==> src/scem_map.vh <==
`ifndef SCEM_MAP_VH
`define SCEM_MAP_VH
// =====================================================================
// Register selectors for the query port
`define SCEM_SEL_QCOND   3'h0
`define SCEM_SEL_QEVENT  3'h1
`define SCEM_SEL_QENAB   3'h2
`define SCEM_SEL_OCOND   3'h3
`define SCEM_SEL_OEVENT  3'h4
`define SCEM_SEL_OENAB   3'h5
`define SCEM_SEL_SUMMARY 3'h6
`define SCEM_SEL_ALARMS  3'h7
// =====================================================================
// Questionable bit positions
`define SCEM_Q_OVP       0
`define SCEM_Q_OT        3
`define SCEM_Q_REMOTE    10
`define SCEM_Q_OUTON     11
`define SCEM_Q_PF        13
// =====================================================================
// Operation bit positions and masks
`define SCEM_O_CV        8
`define SCEM_O_CC        9
`define SCEM_O_CP        10
`define SCEM_O_IMPL_MASK 16'h0F00
// =====================================================================
// Summary byte bit positions
`define SCEM_S_SECQ      0
`define SCEM_S_ERR       2
`define SCEM_S_QUES      3
`define SCEM_S_OPER      7
// =====================================================================
// Reset values and codes
`define SCEM_QENAB_RST   16'hFFFF
`define SCEM_SAFETY_CODE 16'hFC19
`endif

==> src/scem_status.v <==
`timescale 1ns/1ps
`default_nettype none
`include "scem_map.vh"

module scem_status #(
   parameter        SAFETY_VARIANT = 1,
   parameter        CNT_W          = 16
) (
   input  wire             i_sys_clk,
   input  wire             i_reset_n,
   input  wire             i_overvoltage_alarm,
   input  wire             i_overtemperature_alarm,
   input  wire             i_power_fail_alarm,
   input  wire             i_safety_overvoltage_alarm,
   input  wire             i_remote_active,
   input  wire             i_output_on,
   input  wire             i_constant_voltage_flag,
   input  wire             i_constant_current_flag,
   input  wire             i_constant_power_flag,
   input  wire             i_live_state_register_extra_op,
   input  wire             i_sec_ques_active,
   input  wire             i_error_queue_nonempty,
   input  wire             i_rd_strobe,
   input  wire [2:0]       i_rd_sel,
   input  wire             i_wr_qenable,
   input  wire             i_wr_oenable,
   input  wire [15:0]      i_wr_data,
   input  wire             i_error_query,
   input  wire             i_clear_status,
   output reg  [15:0]      o_rd_data,
   output reg              o_rd_valid,
   output wire [7:0]       o_summary_byte,
   output reg              o_safety_error_push,
   output wire [15:0]      o_safety_error_code,
   output reg              o_error_queue_flush
);

   // ==================================================================
   // Latched alarms and live state
   reg              safety_latched;
   reg  [3:0]       alarm_hold;
   reg  [CNT_W-1:0] alarm_count;
   reg  [15:0]      live_state_register;
   reg  [15:0]      prev_q;
   reg  [15:0]      prev_o;
   reg  [15:0]      questionable_event;
   reg  [15:0]      questionable_enable;
   reg  [15:0]      operation_event;
   reg  [15:0]      operation_enable;
   reg  [15:0]      operation_condition;
   reg  [3:0]       next_hold;
   reg  [CNT_W-1:0] next_count;
   integer          k;

   wire safety_on = (SAFETY_VARIANT != 0) && (safety_latched || i_safety_overvoltage_alarm);
   wire [3:0] alarm_live = {i_power_fail_alarm, i_overtemperature_alarm,
                            i_overvoltage_alarm, 1'b0};

   assign o_safety_error_code = `SCEM_SAFETY_CODE;

   // Overvoltage, overtemperature and power-fail alarms are held until acknowledged; an acknowledge only drops a bit whose
   // source has gone, so a standing alarm cannot be hidden by a stray query.
   always @* begin
      next_hold  = alarm_hold | alarm_live;
      next_count = alarm_count;
      if (i_error_query) begin
         for (k = 1; k < 4; k = k + 1) begin
            if (alarm_hold[k] && !alarm_live[k]) begin
               next_hold[k] = 1'b0;
               next_count   = next_count + 1'b1;
            end
         end
      end
   end

   always @* begin
      live_state_register = 16'h0000;
      live_state_register[`SCEM_Q_OVP]    = alarm_hold[1] | safety_on;
      live_state_register[`SCEM_Q_OT]     = alarm_hold[2];
      live_state_register[`SCEM_Q_PF]     = alarm_hold[3] | safety_on;
      live_state_register[`SCEM_Q_REMOTE] = i_remote_active;
      live_state_register[`SCEM_Q_OUTON]  = i_output_on;
      operation_condition = 16'h0000;
      operation_condition[`SCEM_O_CV]     = i_constant_voltage_flag;
      operation_condition[`SCEM_O_CC]     = i_constant_current_flag;
      operation_condition[`SCEM_O_CP]     = i_constant_power_flag;
      operation_condition[`SCEM_O_CP+1]   = i_live_state_register_extra_op;
   end

   wire rd_qev = i_rd_strobe && (i_rd_sel == `SCEM_SEL_QEVENT);
   wire rd_oev = i_rd_strobe && (i_rd_sel == `SCEM_SEL_OEVENT);
   wire [15:0] q_chg = live_state_register ^ prev_q;
   wire [15:0] o_chg = (operation_condition ^ prev_o) & operation_enable;

   // ==================================================================
   // Summary byte
   wire ques_sum = |(questionable_event & questionable_enable);
   wire oper_sum = |operation_event;
   assign o_summary_byte = {oper_sum, 3'h0, ques_sum, i_error_queue_nonempty,
                            1'b0, i_sec_ques_active};

   // ==================================================================
   // State registers
   always @(posedge i_sys_clk or negedge i_reset_n) begin
      if (!i_reset_n) begin
         safety_latched      <= 1'b0;
         alarm_hold          <= 4'h0;
         alarm_count         <= {CNT_W{1'b0}};
         prev_q              <= 16'h0000;
         prev_o              <= 16'h0000;
         questionable_event  <= 16'h0000;
         operation_event     <= 16'h0000;
         questionable_enable <= `SCEM_QENAB_RST;
         operation_enable    <= `SCEM_O_IMPL_MASK;
         o_safety_error_push <= 1'b0;
         o_error_queue_flush <= 1'b0;
      end else begin
         // Only a reset, i.e. a power cycle, ends a safety alarm.
         if (SAFETY_VARIANT != 0 && i_safety_overvoltage_alarm)
            safety_latched <= 1'b1;
         o_safety_error_push <= (SAFETY_VARIANT != 0) && i_safety_overvoltage_alarm
                                && !safety_latched;
         alarm_hold  <= next_hold;
         alarm_count <= next_count;
         prev_q      <= live_state_register;
         prev_o      <= operation_condition;
         o_error_queue_flush <= i_clear_status;
         // New change wins over a read clear in the same cycle.
         if (i_clear_status) begin
            questionable_event <= q_chg;
            operation_event    <= o_chg;
         end else begin
            questionable_event <= (rd_qev ? 16'h0000 : questionable_event) | q_chg;
            operation_event    <= (rd_oev ? 16'h0000 : operation_event) | o_chg;
         end
         if (i_wr_qenable)
            questionable_enable <= i_wr_data;
         if (i_wr_oenable)
            operation_enable <= i_wr_data & `SCEM_O_IMPL_MASK;
      end
   end

   // ==================================================================
   // Read port; values are binary, their decimal form equals the weight sum.
   always @(posedge i_sys_clk or negedge i_reset_n) begin
      if (!i_reset_n) begin
         o_rd_data  <= 16'h0000;
         o_rd_valid <= 1'b0;
      end else begin
         o_rd_valid <= i_rd_strobe;
         if (i_rd_strobe) begin
            case (i_rd_sel)
               `SCEM_SEL_QCOND:   o_rd_data <= live_state_register;
               `SCEM_SEL_QEVENT:  o_rd_data <= questionable_event;
               `SCEM_SEL_QENAB:   o_rd_data <= questionable_enable;
               `SCEM_SEL_OCOND:   o_rd_data <= operation_condition;
               `SCEM_SEL_OEVENT:  o_rd_data <= operation_event;
               `SCEM_SEL_OENAB:   o_rd_data <= operation_enable;
               `SCEM_SEL_SUMMARY: o_rd_data <= {8'h00, o_summary_byte};
               `SCEM_SEL_ALARMS:  o_rd_data <= alarm_count[15:0];
               default:           o_rd_data <= 16'h0000;
            endcase
         end
      end
   end

endmodule // scem_status
`default_nettype wire

==> config.mk <==
export PLATFORM = sky130hd
export DESIGN_NAME = scem_status
export DESIGN_NICKNAME = d
export VERILOG_FILES = /design/src/scem_status.v
export VERILOG_INCLUDE_DIRS = /design/src
export SDC_FILE = /design/constraint.sdc
export NUM_CORES = 1
export LEC_CHECK = 0
export ABC_AREA = 1
export BUFFER_PORTS_ARGS = -buffer_cell sky130_fd_sc_hd__clkbuf_2
export CAP_MARGIN = 20
export CORE_MARGIN = 5
export CORE_UTILIZATION = 59
export CTS_BUF_LIST = sky130_fd_sc_hd__clkbuf_8
export DETAILED_ROUTE_END_ITERATION = 10
export PLACE_DENSITY_LB_ADDON = 0.25
export SETUP_SLACK_MARGIN = 0.3
export SYNTH_ARGS = -nofsm -noshare
export SYNTH_HDL_FRONTEND = slang
export SYNTH_SLANG_ARGS = --single-unit
==> constraint.sdc <==
create_clock -name i_sys_clk -period 2.86 [get_ports i_sys_clk]
set_clock_uncertainty 0.15 [all_clocks]
set_input_delay 0.143 -clock i_sys_clk [delete_from_list [all_inputs] [get_ports i_sys_clk]]
set_output_delay 0.143 -clock i_sys_clk [all_outputs]
set_load 0.02 [all_outputs]
# [Word level (Yosys, flattened, before mapping)]
# Index checks and enable logic that the tools add are counted.
[word_totals] ff_bits=101 wordCells=60 output_inout_bits=43
[classes] add_sub_neg=3 n_eq_ne=7 n_mux=14 reduce_logical=14 n_bitwise=9
[op_table] operator="$mux W16" count=9
[op_table] operator="$pmux W16 S8" count=1
[op_table] operator="$add A16 B1 Y16 const B" count=3
[op_table] operator="$reduce_or A16 Y1" count=2
[op_table] operator="$and A16 B16 Y16" count=1
[op_table] operator="$or A16 B12 Y16" count=1
[op_table] operator="$or A16 B14 Y16" count=1
[op_table] operator="$xor A14 B14 Y14" count=1
[op_table] operator="$and A12 B12 Y12" count=1
[op_table] operator="$eq A3 B3 Y1 const B" count=4
[op_table] operator="$xor A12 B12 Y12" count=1
[op_table] operator="$eq A3 B2 Y1 const B" count=2
[op_table] operator="$logic_and A1 B1 Y1" count=6
[op_table] operator="$logic_not A1 Y1" count=4
[op_table] operator="$or A4 B4 Y4" count=1
[op_table] operator="$eq A3 B1 Y1 const B" count=1
[op_table] operator="$logic_not A3 Y1" count=1
[op_table] operator="$mux W1" count=3
[op_table] operator="$mux W3" count=1
[op_table] operator="$or A1 B1 Y1" count=2
[op_table] operator="$logic_or A1 B1 Y1" count=1

# [Longest topological paths before layout]
# Gate-level depths: netlist (run 1).
[logic_depth] ltp_word=9 ltp_mapped=21

# [Least setup slack after synthesis (run 1)]
# OpenSTA, ideal clock, no wires.
[synth_path] path_kind="flip-flop to flip-flop" startpoint="register alarm_count[0]" endpoint="register alarm_count[14]" path_buffers=0 setup_slack_ns=0.222 period_less_slack_ns=2.638 arrival_time_ns=2.371 path_stages_with_launch=21 path_cell_list="dfrtp_1 -> ha_1 -> nand3_1 -> nand2_4 -> ha_1 -> nand2_1 -> nand2_1 -> ha_1 -> nand2_1 -> inv_1 -> nand3_1 -> nor2_1 -> nand2_1 -> nor2_4 -> nand2_1 -> nor2_1 -> nand3_1 -> nand2_1 -> nand2_1 -> nand2_1 -> nand2_1"
[synth_between] elab_chain_cells=8
[synth_rtl] item="from (decl)" line_no="scem_status.v:42" rtl="reg [CNT_W-1:0] alarm_count;"
[synth_rtl] item="from (signal assigned)" line_no="scem_status.v:108" rtl="alarm_count <= {CNT_W{1'b0}};"
[synth_rtl] item="from (signal assigned)" line_no="scem_status.v:124" rtl="alarm_count <= next_count;"
[synth_rtl] item="$add A16 B1 Y16" line_no="scem_status.v:70" rtl="next_count = next_count + 1'b1;"
[synth_rtl] item="$mux W16 *" line_no="scem_status.v:68" rtl="if (alarm_hold[k] && !alarm_live[k]) begin"
[synth_rtl] item="$mux W16 *" line_no="scem_status.v:66" rtl="if (i_error_query) begin"
[synth_rtl] item="$add A16 B1 Y16" line_no="scem_status.v:70"
[synth_rtl] item="$mux W16 *" line_no="scem_status.v:68"
[synth_rtl] item="$mux W16 *" line_no="scem_status.v:66"
[synth_rtl] item="$add A16 B1 Y16" line_no="scem_status.v:70"
[synth_rtl] item="$mux W16 *" line_no="scem_status.v:68"
# Every way passes the cells marked *; elsewhere a longest branch is shown, timed or not. The select of a mux whose other input is x is not followed.
# A chain may end at the register's enable or synchronous reset.

# [Worst setup path in the final report (run 1)]
# Ends and elaborated chain as after synthesis.

==> reports/metrics.yaml, run 1 <==
grt_overflow: 0
viasPerCell: 5.472
cts_tree: "done"
async_flop_share: 1.000
coreArea_um2: 8134
area_growth_pct: 24.04
grt_first_pass_wirelength_um: 22110
power_density_nw_per_um2: 525.7
clk_latency_ns: 0.35
finalHoldViolCount: 0
dpl_cell_area_um2: 5175
antenna_found_initial: 0
rows: 33
hold_end: "alarm_hold[1]$_DFF_PN0_"
final_cells: 885
start_kind: "flop"
hold_depth: 3
grt_pass1_vias: 4772
maxCapViolations: 0
drive_gt1_frac: 0.2654
yosysSeqAreaShare: 0.4007
synth_top_flop_cell: "dfrtp_1"
post-route-period-util: 0.9293
finalSetupViolations: 0
crit_type: "flop to flop"
pre_cts_ws_ns: 0.09973
maxSlewHeadroom: 0.3663
final_common_cell: "nand2_1"
synth_simple_gate_area_share: 0.3226
critPathCaptureType: "flop"
netlist_instances: 667
cp_data_arrival_time_ns: 2.75
syn-cell-area_um2: 4871
first_pass_iters: 6
die_y_um: 100.9
die_x_um: 100.9
worstPathCellList: "ha_4 -> nand3_4 -> nand2_4 -> ha_4 -> nand2_4 -> nand2_4 -> ha_4 -> nand2_2 -> inv_2 -> nand3_2 -> nor2_2 -> nand2_2 -> nor2_4 -> nand2_2 -> nor2_2 -> nand3_1 -> nand2_1 -> nand2_1 -> nand2_1 -> nand2_1"
synth-seq-cells: 77
max-vdd-ir-drop_v: 0.0004314
maxUsedRoutingLayer: "met4"
period_needed_ns: 2.658
wl_met1_um: 5315
final_max_slew_viol_count: 0
timing.hold.ws_ns: 0.04413
ys_warn_count: 0
layout_common_cells: "nand2_1 (165), inv_1 (75), o21ai_0 (59), clkbuf_2 (59), dfrtp_1 (55)"
n_fill_cell: 617
path_clk_slew_ns: 0.08
ff2ff_path_depth: 20
gp_congestion: 0.8920
diodes: 0
cts.htree.levels: 3
dp_hpwl_um: 9055
dr_wl_met3_um: 953
rsz0062_at_grt: "yes"
track_usage: 0.2696
via_count: 4843
dieArea_um2: 10170
cts-buffers-inserted: 9
clock_sinks: 77
hp-class: "input pin to flop"
fmax_mhz: 376.3
wl_met2_um: 6853
finalWorstSetupSlack_ns: 0.2023
drtIter0Drc: 354
final_antenna_net_count: 0
drt_wl_total_um: 13470
synth_top_family_by_area: "simple AND/OR/NAND/NOR gates"
slowest_delay_ns: 0.43
status: "completed"
worst_r2r_startpoint: "alarm_count[0]$_DFFE_PN0P_"
hp-start: "i_overvoltage_alarm"
synth_compound_area_frac: 0.1356
r2r_setup_slack_ns: 0.20
cp_slowest_cell: "dfrtp_1"
synth.avg_cell_area_um2: 7.303
synthMuxAreaShare: 0
p_leak_nw: 2.793
synth-xor-area-share: 0.01438
synthAdderAreaFrac: 0.007706
num_io_pins: 81
grt_max_degree: 78
start_util: 0.5988
nets: 816
final_area_um2: 6042
clock_tree.root_cell: "clkbuf_8"
worstPathMaxFanout: 3
clockBufferDepth: 2
port_buffers: 60
crit_top_cell: "nand2_1"
drc_errors: 0
reg2reg_to: "alarm_count[14]$_DFFE_PN0P_"
dp.cells: 817
synth-edff-count: 0
cp.required_ns: 2.95
worst_slew_pin_slew_ns: 0.9506
wire_per_inst_um: 15.22
ys_types: 37
[area by class of cell]
cell class	instances	area (um2)	share of cell area
well taps	105	131.4	0.02174
flip-flops and latches	77	1954	0.3235
multi-input cells	484	2595	0.4295
clock inverters	6	63.81	0.01056
clock buffers	10	137.6	0.02278
repair buffers	116	825.8	0.1367
inverters	87	334.1	0.05529
[kinds of logic after synthesis]
family / count (synthesis)
other: 2
DFF: 77
and+or+nand+nor: 336
buffers and inverters: 124
adders and majority gates: 3
AOI/OAI and AO/OA: 117
xor gates and xnor gates: 8
[synth_stat cells, types with 4 or more instances]
library cell	number	area share
a21oi_1	20	0.021
a221oi_1	5	0.0090
buf_4	25	0.039
clkbuf_1	10	0.0077
dfrtp_1	57	0.29
dfstp_2	20	0.11
inv_1	77	0.059
inv_2	9	0.0069
nand2_1	177	0.14
nand2_2	17	0.022
nand2_4	5	0.012
nand3_1	50	0.051
nand3_2	5	0.010
nand4_1	6	0.0077
nor2_1	49	0.038
nor2_2	9	0.012
nor2_4	7	0.016
nor3_1	6	0.0062
o21ai_0	62	0.064
o22ai_1	11	0.014
o31ai_1	7	0.011
xnor2_1	4	0.0072
xor2_1	4	0.0072
[registers in the layout, indices dropped and copies added (netlist names)]
signal / count
alarm_count: 16
alarm_hold: 3
o_error_queue_flush: 1
o_rd_data: 16
o_rd_valid: 1
o_safety_error_push: 1
operation_enable: 4
operation_event: 4
prev_o: 4
prev_q: 5
questionable_enable: 16
questionable_event: 5
safety_latched: 1
[worst max-delay path: cells and delay by family, from the launching register on]
family	cells	cell delay (ns)
and+or+nand+nor	16	1.22
adders and majority gates	3	0.65
DFF	1	0.43
buffers and inverters	1	0.08
[repair_timing]
action,CTS,global route
hold buffers,38,0
setup buffers,9,5
gates resized for setup,15,36
gates cloned,0,0
pin swaps,17,22
hold endpoints to repair,100,0
setup endpoints to repair,10,11
[power breakdown]
group | switching, mW | total (mW) | internal, mW
logic | 0.663 | 1.01 | 0.345
clock network | 0.405 | 0.830 | 0.425
registers | 0.112 | 1.34 | 1.23
total | 1.18 | 3.18 | 2.00
[how the worst max path moves through the flow]
stage / from / endpoint / slack (ns) / cells past startpoint
after detailed placement: alarm_count[1]$_DFFE_PN0P_ / alarm_count[14]$_DFFE_PN0P_ / 0.1 / 20
after global routing: alarm_count[0]$_DFFE_PN0P_ / alarm_count[14]$_DFFE_PN0P_ / -0.02 / 20
after global placement: alarm_count[1]$_DFFE_PN0P_ / alarm_count[14]$_DFFE_PN0P_ / 0.20 / 20
final: alarm_count[0]$_DFFE_PN0P_ / alarm_count[14]$_DFFE_PN0P_ / 0.20 / 20
after floorplan: alarm_count[1]$_DFFE_PN0P_ / alarm_count[14]$_DFFE_PN0P_ / 0.27 / 20
after CTS: alarm_count[1]$_DFFE_PN0P_ / alarm_count[14]$_DFFE_PN0P_ / 0.19 / 20
[per-stage QoR]
step	TNS [ns]	util	total power [mW]
floorplan	0	-	1.942
global placement	0	0.6362	2.140
detailed placement	0	0.6362	2.165
CTS	0	0.7224	3.079
global route	-0.01685	0.7428	3.351
finish	0	0.7428	3.176
[routing by layer]
metal / vias up / global-route usage
met5: - / 0
met4: 0 / 0.08912
met3: 38 / 0.06367
met2: 213 / 0.4638
met1: 2267 / 0.3321
li1: 2325 / -
No activity file was read; power rests on OpenSTA's default activity.
==> run 2, diff against run 1 <==
REMOVE_ABC_BUFFERS = 1   (was unset)
==> run 2 against run 1 <==
Net effect:
- sequential cell count did not move
- clock-buffer cell count did not move
- non-clock buffer count increased by 3
- final cell count up 0.34%
- sequential power is essentially flat
- critical path type unchanged
- largest power group unchanged
==> reports/metrics.yaml, run 2 (synthesized netlist as in run 1, its figures left out) <==
rsz0062_at_grt: "yes"
start_kind: "flop"
final_antenna_net_count: 0  # unchanged
via_count: 4904  # +1.3%
cts-buffers-inserted: 9  # unchanged
maxCapViolations: 0  # unchanged
drive_gt1_frac: 0.2733  # +0.007923
status: "completed"
track_usage: 0.2704  # +0.0008356
first_pass_iters: 5  # -1
antenna_found_initial: 0  # unchanged
post-route-period-util: 0.9380  # +0.008688
reg.largest.list: "alarm_count: 16 flops, o_rd_data: 16 flops, questionable_enable: 16 flops"
maxSlewHeadroom: 0.3666  # about the same
p_int_mw: 2.190  # +9.7%
wire_per_inst_um: 15.42  # +1.3%
cts.htree.levels: 3  # unchanged
num_io_pins: 81  # unchanged
pre_cts_ws_ns: 0.08263  # -0.01710 ns
layout_common_cells: "nand2_1 (165), inv_1 (74), clkbuf_2 (59)"
coreArea_um2: 8134  # unchanged
power_density_nw_per_um2: 552.5  # +5.1%
drt_wl_total_um: 13690  # +1.7%
clockBufferDepth: 2  # unchanged
worst-path-buf-inv: 1  # unchanged
cp_slowest_cell: "dfrtp_1"
slowest_delay_ns: 0.42  # about the same
fmax_mhz: 372.8  # -0.93%
drc_errors: 0  # unchanged
final_cells: 888  # +0.34%
grt_pass1_vias: 4660  # -2.3%
power.share.clock: 0.302  # +0.041
worstSetupPathDepth: 20  # unchanged
nets: 819  # +0.37%
cp_data_arrival_time_ns: 2.77  # +0.02 ns
die_x_um: 100.9  # unchanged
finalSetupViolations: 0  # unchanged
viasPerCell: 5.523  # +0.92%
max-vdd-ir-drop_v: 0.0003026  # -30%
finalHoldViolCount: 0  # unchanged
worstPathMaxFanout: 3  # unchanged
net-switching-power_mw: 1.206  # +2.2%
hold_depth: 3  # unchanged
period_needed_ns: 2.683  # +0.02485 ns
final_max_slew_viol_count: 0  # unchanged
dp_hpwl_um: 8789  # -2.9%
dp.cells: 818  # +0.12%
port_buffers: 60  # unchanged
crit_type: "flop to flop"
grt_overflow: 0  # unchanged
p_leak_nw: 2.840  # +1.7%
critPathCaptureType: "flop"
cp.required_ns: 2.95  # about the same
grt_max_degree: 78  # unchanged
post-route-util: 0.7557  # +0.01292
clk_latency_ns: 0.35  # about the same
gp_congestion: 0.8922  # about the same
final_common_cell: "nand2_1"
crit_top_cell: "nand2_1"
die_y_um: 100.9  # unchanged
worstPathCellList: "ha_4 -> nand3_4 -> nand2_4 -> ha_4 -> nand2_4 -> nand2_4 -> ha_4 -> nand2_2 -> inv_2 -> nand3_2 -> nor2_1 -> nand2_1 -> nor2_4 -> nand2_2 -> nor2_2 -> nand3_1 -> nand2_1 -> nand2_1 -> nand2_1 -> nand2_1"
cts_tree: "done"
hp-class: "input pin to flop"
finalWorstSetupSlack_ns: 0.1774  # -0.02485 ns
pwr-share-comb: 0.304  # -0.013
diodes: 0  # unchanged
path_clk_slew_ns: 0.08  # about the same
clock_sinks: 77  # unchanged
start_util: 0.5988  # unchanged
p_seq_frac: 0.394  # -0.027
rows: 33  # unchanged
n_fill_cell: 584  # -5.3%
switching_share: 0.3552  # -0.01640
drtIter0Drc: 347  # -2.0%
ff2ff_path_depth: 20  # unchanged
area_growth_pct: 26.20
grt_first_pass_wirelength_um: 21950  # -0.75%
dieArea_um2: 10170  # unchanged
cp_top_family: "simple AND/OR/NAND/NOR gates"
clock_tree.root_cell: "clkbuf_8"
worst_slew_pin_slew_ns: 0.9501  # -0.0004598 ns
[run 2: what timing repair did]
item	in CTS	in global routing
pin swaps	25	21
resized for setup	19	43
setup endpoints to repair	10	10
setup buffers	5	12
hold endpoints to repair	103	0
hold buffers	37	0
[run 2: path summary, 6_finish.rpt]
check	slack, ns	start	to
worst min register to register	0.28	safety_latched$_DFFE_PN0P_	o_safety_error_push$_DFF_PN0_
worst max register to register	0.18	alarm_count[1]$_DFFE_PN0P_	alarm_count[14]$_DFFE_PN0P_
max in group asynchronous	1.57	i_reset_n	alarm_hold[1]$_DFF_PN0_
min in group asynchronous	0.33	i_reset_n	o_rd_valid$_DFF_PN0_
worst max-delay path	0.18	alarm_count[1]$_DFFE_PN0P_	alarm_count[14]$_DFFE_PN0P_
worst min-delay path	0.05	i_overvoltage_alarm	alarm_hold[1]$_DFF_PN0_
[run 2: power groups by stage]
stage	combinational [mW]	clock, mW	sequential (mW)
4_1_cts	0.923	1.03	1.33
3_5_place_dp	0.816	0	1.35
6_report	1.03	1.03	1.34
2_1_floorplan	0.543	0	1.35
5_1_grt	1.14	1.06	1.35
3_3_place_gp	0.796	0	1.34
[run 2: worst register-to-register path: stages (launching register included)]
cell and delay, ns:
dfrtp_1 0.42, ha_4 0.26, nand3_4 0.07, nand2_4 0.06, ha_4 0.26, nand2_4 0.05, nand2_4 0.07, ha_4 0.12
nand2_2 0.05, inv_2 0.08, nand3_2 0.06, nor2_1 0.10, nand2_1 0.12, nor2_4 0.18, nand2_2 0.09, nor2_2 0.11
nand3_1 0.08, nand2_1 0.07, nand2_1 0.05, nand2_1 0.05, nand2_1 0.06
[run 2: area by class of cell]
type	instances	area, um2	area share
clock buffer	10	137.6	0.02239
sequential	77	1953	0.3177
multi-input combinational	484	2630	0.4278
tap	105	131.4	0.02137
clock inverter	6	111.4	0.01812
timing repair buffer	119	849.6	0.1382
inverter	87	334.1	0.05435
[run 2: metrics by stage]
step / hold WS, ns / area (um2) / power [mW] / setup TNS [ns]
after floorplan: -0.3026 / 4698 / 1.893 / 0
after global placement: 0.1433 / 5175 / 2.136 / 0
after detailed placement: 0.1447 / 5175 / 2.162 / 0
after CTS: 0.01921 / 5909 / 3.274 / 0
after global routing: 0.04519 / 6147 / 3.560 / -0.02381
final: 0.04646 / 6147 / 3.397 / 0
[run 2: routing by layer]
metal | GRT usage | vias to the layer above | share of wire
li1 | - | 2339 | -
met1 | 0.3488 | 2344 | 0.41
met2 | 0.4638 | 187 | 0.50
met3 | 0.02907 | 34 | 0.062
met4 | 0.1088 | 0 | 0.027
met5 | 0 | - | 0
==> run 3, diff against run 2 <==
SETUP_SLACK_MARGIN = 0.4   (was 0.3)
SKIP_LAST_GASP = 1   (was unset)
==> run 3 against run 2 <==
Net effect:
- utilization shrank 0.68 points
- clock-buffer cell count stayed put
- sequential power barely moved
- critical path depth decreased by 2
- critical path type unchanged
- setup slack gained 0.079 ns
- wire length is 0.96% lower
- combinational power hardly changed
- clock power hardly changed
- sequential cell count is the same
- fmax is 3.0% higher
==> reports/metrics.yaml, run 3 (synthesized netlist as in run 1, its figures left out) <==
status: "completed"
crit_type: "flop to flop"
diodes: 0  # unchanged
period_needed_ns: 2.604  # -0.07882 ns
die_x_um: 100.9  # unchanged
ff2ff_path_depth: 18  # -10%
first_pass_iters: 5  # unchanged
track_usage: 0.2714  # +0.001027
finalWorstSetupSlack_ns: 0.2563  # +0.07882 ns
p_total_mw: 3.382  # -0.43%
r2r_setup_slack_ns: 0.26  # +0.08 ns
grt_max_degree: 78  # unchanged
grt_pass1_vias: 4668  # +0.17%
final_antenna_net_count: 0  # unchanged
num_io_pins: 81  # unchanged
final_area_um2: 6092  # -0.90%
path_clk_slew_ns: 0.08  # about the same
cp.required_ns: 2.92  # -0.03 ns
via_count: 4870  # -0.69%
grt_overflow: 0  # unchanged
cts_tree: "done"
start_kind: "flop"
hp-start: "i_overvoltage_alarm"
drtIter0Drc: 305  # -12%
grt_first_pass_wirelength_um: 22020  # +0.31%
cp_data_arrival_time_ns: 2.67  # -0.10 ns
wire_per_inst_um: 15.34  # -0.52%
dieArea_um2: 10170  # unchanged
clock_sinks: 77  # unchanged
start_util: 0.5988  # unchanged
rsz0062_at_grt: "yes"
antenna_found_initial: 0  # unchanged
dpl_cell_area_um2: 5175  # unchanged
worst_r2r_startpoint: "alarm_count[1]$_DFFE_PN0P_"
maxCapViolations: 0  # unchanged
clk_latency_ns: 0.35  # about the same
die_y_um: 100.9  # unchanged
tns_ns: 0  # unchanged
coreArea_um2: 8134  # unchanged
viasPerCell: 5.509  # -0.24%
dp_hpwl_um: 8789  # unchanged
worstPathMaxFanout: 4  # +1
nets: 815  # -0.49%
drive_gt1_frac: 0.2683  # -0.005015
drt_wl_total_um: 13560  # -0.96%
clockBufferDepth: 2  # unchanged
finalSetupViolations: 0  # unchanged
reg.largest.list: "alarm_count: 16 flops, o_rd_data: 16 flops, questionable_enable: 16 flops"
maxSlewHeadroom: 0.3676  # +0.0009670
post-route-period-util: 0.9104  # -0.02756
cts-buffers-inserted: 9  # unchanged
n_fill_cell: 602  # +3.1%
p_leak_nw: 2.832  # -0.28%
fmax_mhz: 384.1  # +3.0%
hp-class: "input pin to flop"
power_density_nw_per_um2: 555.1  # +0.47%
finalHoldViolCount: 0  # unchanged
drc_errors: 0  # unchanged
gp_congestion: 0.8922  # unchanged
rows: 33  # unchanged
final_max_slew_viol_count: 0  # unchanged
cts.htree.levels: 3  # unchanged
max-vdd-ir-drop_v: 0.0003012  # -0.44%
hold_end: "alarm_hold[1]$_DFF_PN0_"
pre_cts_ws_ns: 0.08263  # unchanged
reg2reg_to: "alarm_count[12]$_DFFE_PN0P_"
clock_tree.root_cell: "clkbuf_8"
area_growth_pct: 25.07
worst_slew_pin_slew_ns: 0.9487  # -0.001451 ns
layout_common_cells: "nand2_1 (165), inv_1 (74), o21ai_0 (60)"
hold_depth: 3  # unchanged
critPathCaptureType: "flop"
final_common_cell: "nand2_1"
port_buffers: 60  # unchanged
## run 3: cell types whose count changed in the layout (fill, tap and decap cells not counted)
cell | before | now
o21ai_1 | 6 | 4
nand3_4 | 4 | 1
nand2_4 | 9 | 10
nand3_2 | 11 | 14
buf_6 | 3 | 2
nand2_2 | 25 | 24
buf_4 | 20 | 17
o21ai_2 | 2 | 1
o21ai_0 | 57 | 60
## run 3: area by class of cell
| type | count | area, um2 | share of cell area |
|---|---|---|---|
| multi-input cells | 484 | 2609 | 0.4282 |
| clock inverters | 6 | 111.4 | 0.01828 |
| repair buffers | 115 | 815.8 | 0.1339 |
| clock buffers | 10 | 137.6 | 0.02259 |
| well taps | 105 | 131.4 | 0.02157 |
| flip-flops and latches | 77 | 1953 | 0.3206 |
| inverters | 87 | 334.1 | 0.05484 |
## run 3: critical path, cell delays in order (launching register included)
cell,delay [ns]
dfrtp_1,0.42
ha_4,0.26
nand3_4,0.07
nand2_4,0.06
ha_4,0.26
nand2_4,0.05
nand2_4,0.07
ha_4,0.12
nand2_2,0.05
inv_2,0.07
nand3_2,0.08
nor2_1,0.12
nand2_1,0.11
nor2_4,0.13
nand3_2,0.12
nor2_2,0.12
nand2_1,0.06
nand3_1,0.07
o21ai_1,0.08
## run 3: how the worst max path moves through the flow
stage	startpoint	endpoint	slack [ns]
2_1_floorplan	alarm_count[0]$_DFFE_PN0P_	alarm_count[14]$_DFFE_PN0P_	0.22
3_3_place_gp	alarm_count[0]$_DFFE_PN0P_	alarm_count[14]$_DFFE_PN0P_	0.14
3_5_place_dp	alarm_count[0]$_DFFE_PN0P_	alarm_count[12]$_DFFE_PN0P_	0.08
4_1_cts	alarm_count[1]$_DFFE_PN0P_	alarm_count[14]$_DFFE_PN0P_	0.22
5_1_grt	alarm_count[1]$_DFFE_PN0P_	alarm_count[12]$_DFFE_PN0P_	0.06
6_report	alarm_count[1]$_DFFE_PN0P_	alarm_count[12]$_DFFE_PN0P_	0.26
## run 3: report_power, final
group          switching (mW)  leakage (nW)  internal [mW]
combinational           0.661          1.79          0.355
clock                   0.420         0.128          0.606
sequential              0.116         0.918           1.22
total                    1.20          2.83           2.19
## run 3: metal layers
metal  vias to the layer above  track usage  part of all wire
met3                        27      0.02907             0.062
met4                         0       0.1088             0.023
met2                       186       0.4663              0.50
met1                      2328       0.3497              0.41
li1                       2329            -                 -
met5                         -            0                 0
## run 3: through the flow
step	std cells	hold WS [ns]	util
CTS	877	0.01921	0.7274
detailed placement	818	0.1447	0.6362
floorplan	648	-0.3026	-
global route	884	0.04519	0.7490
finish	884	0.04639	0.7490
global placement	818	0.1433	0.6362
## run 3: repair_timing
action,CTS,global route
resized for setup,19,36
endpoints found under the hold margin,103,0
hold buffers,37,0
cloned,0,0
buffers inserted,6,7
pin swaps,26,17
setup endpoints to repair,10,11
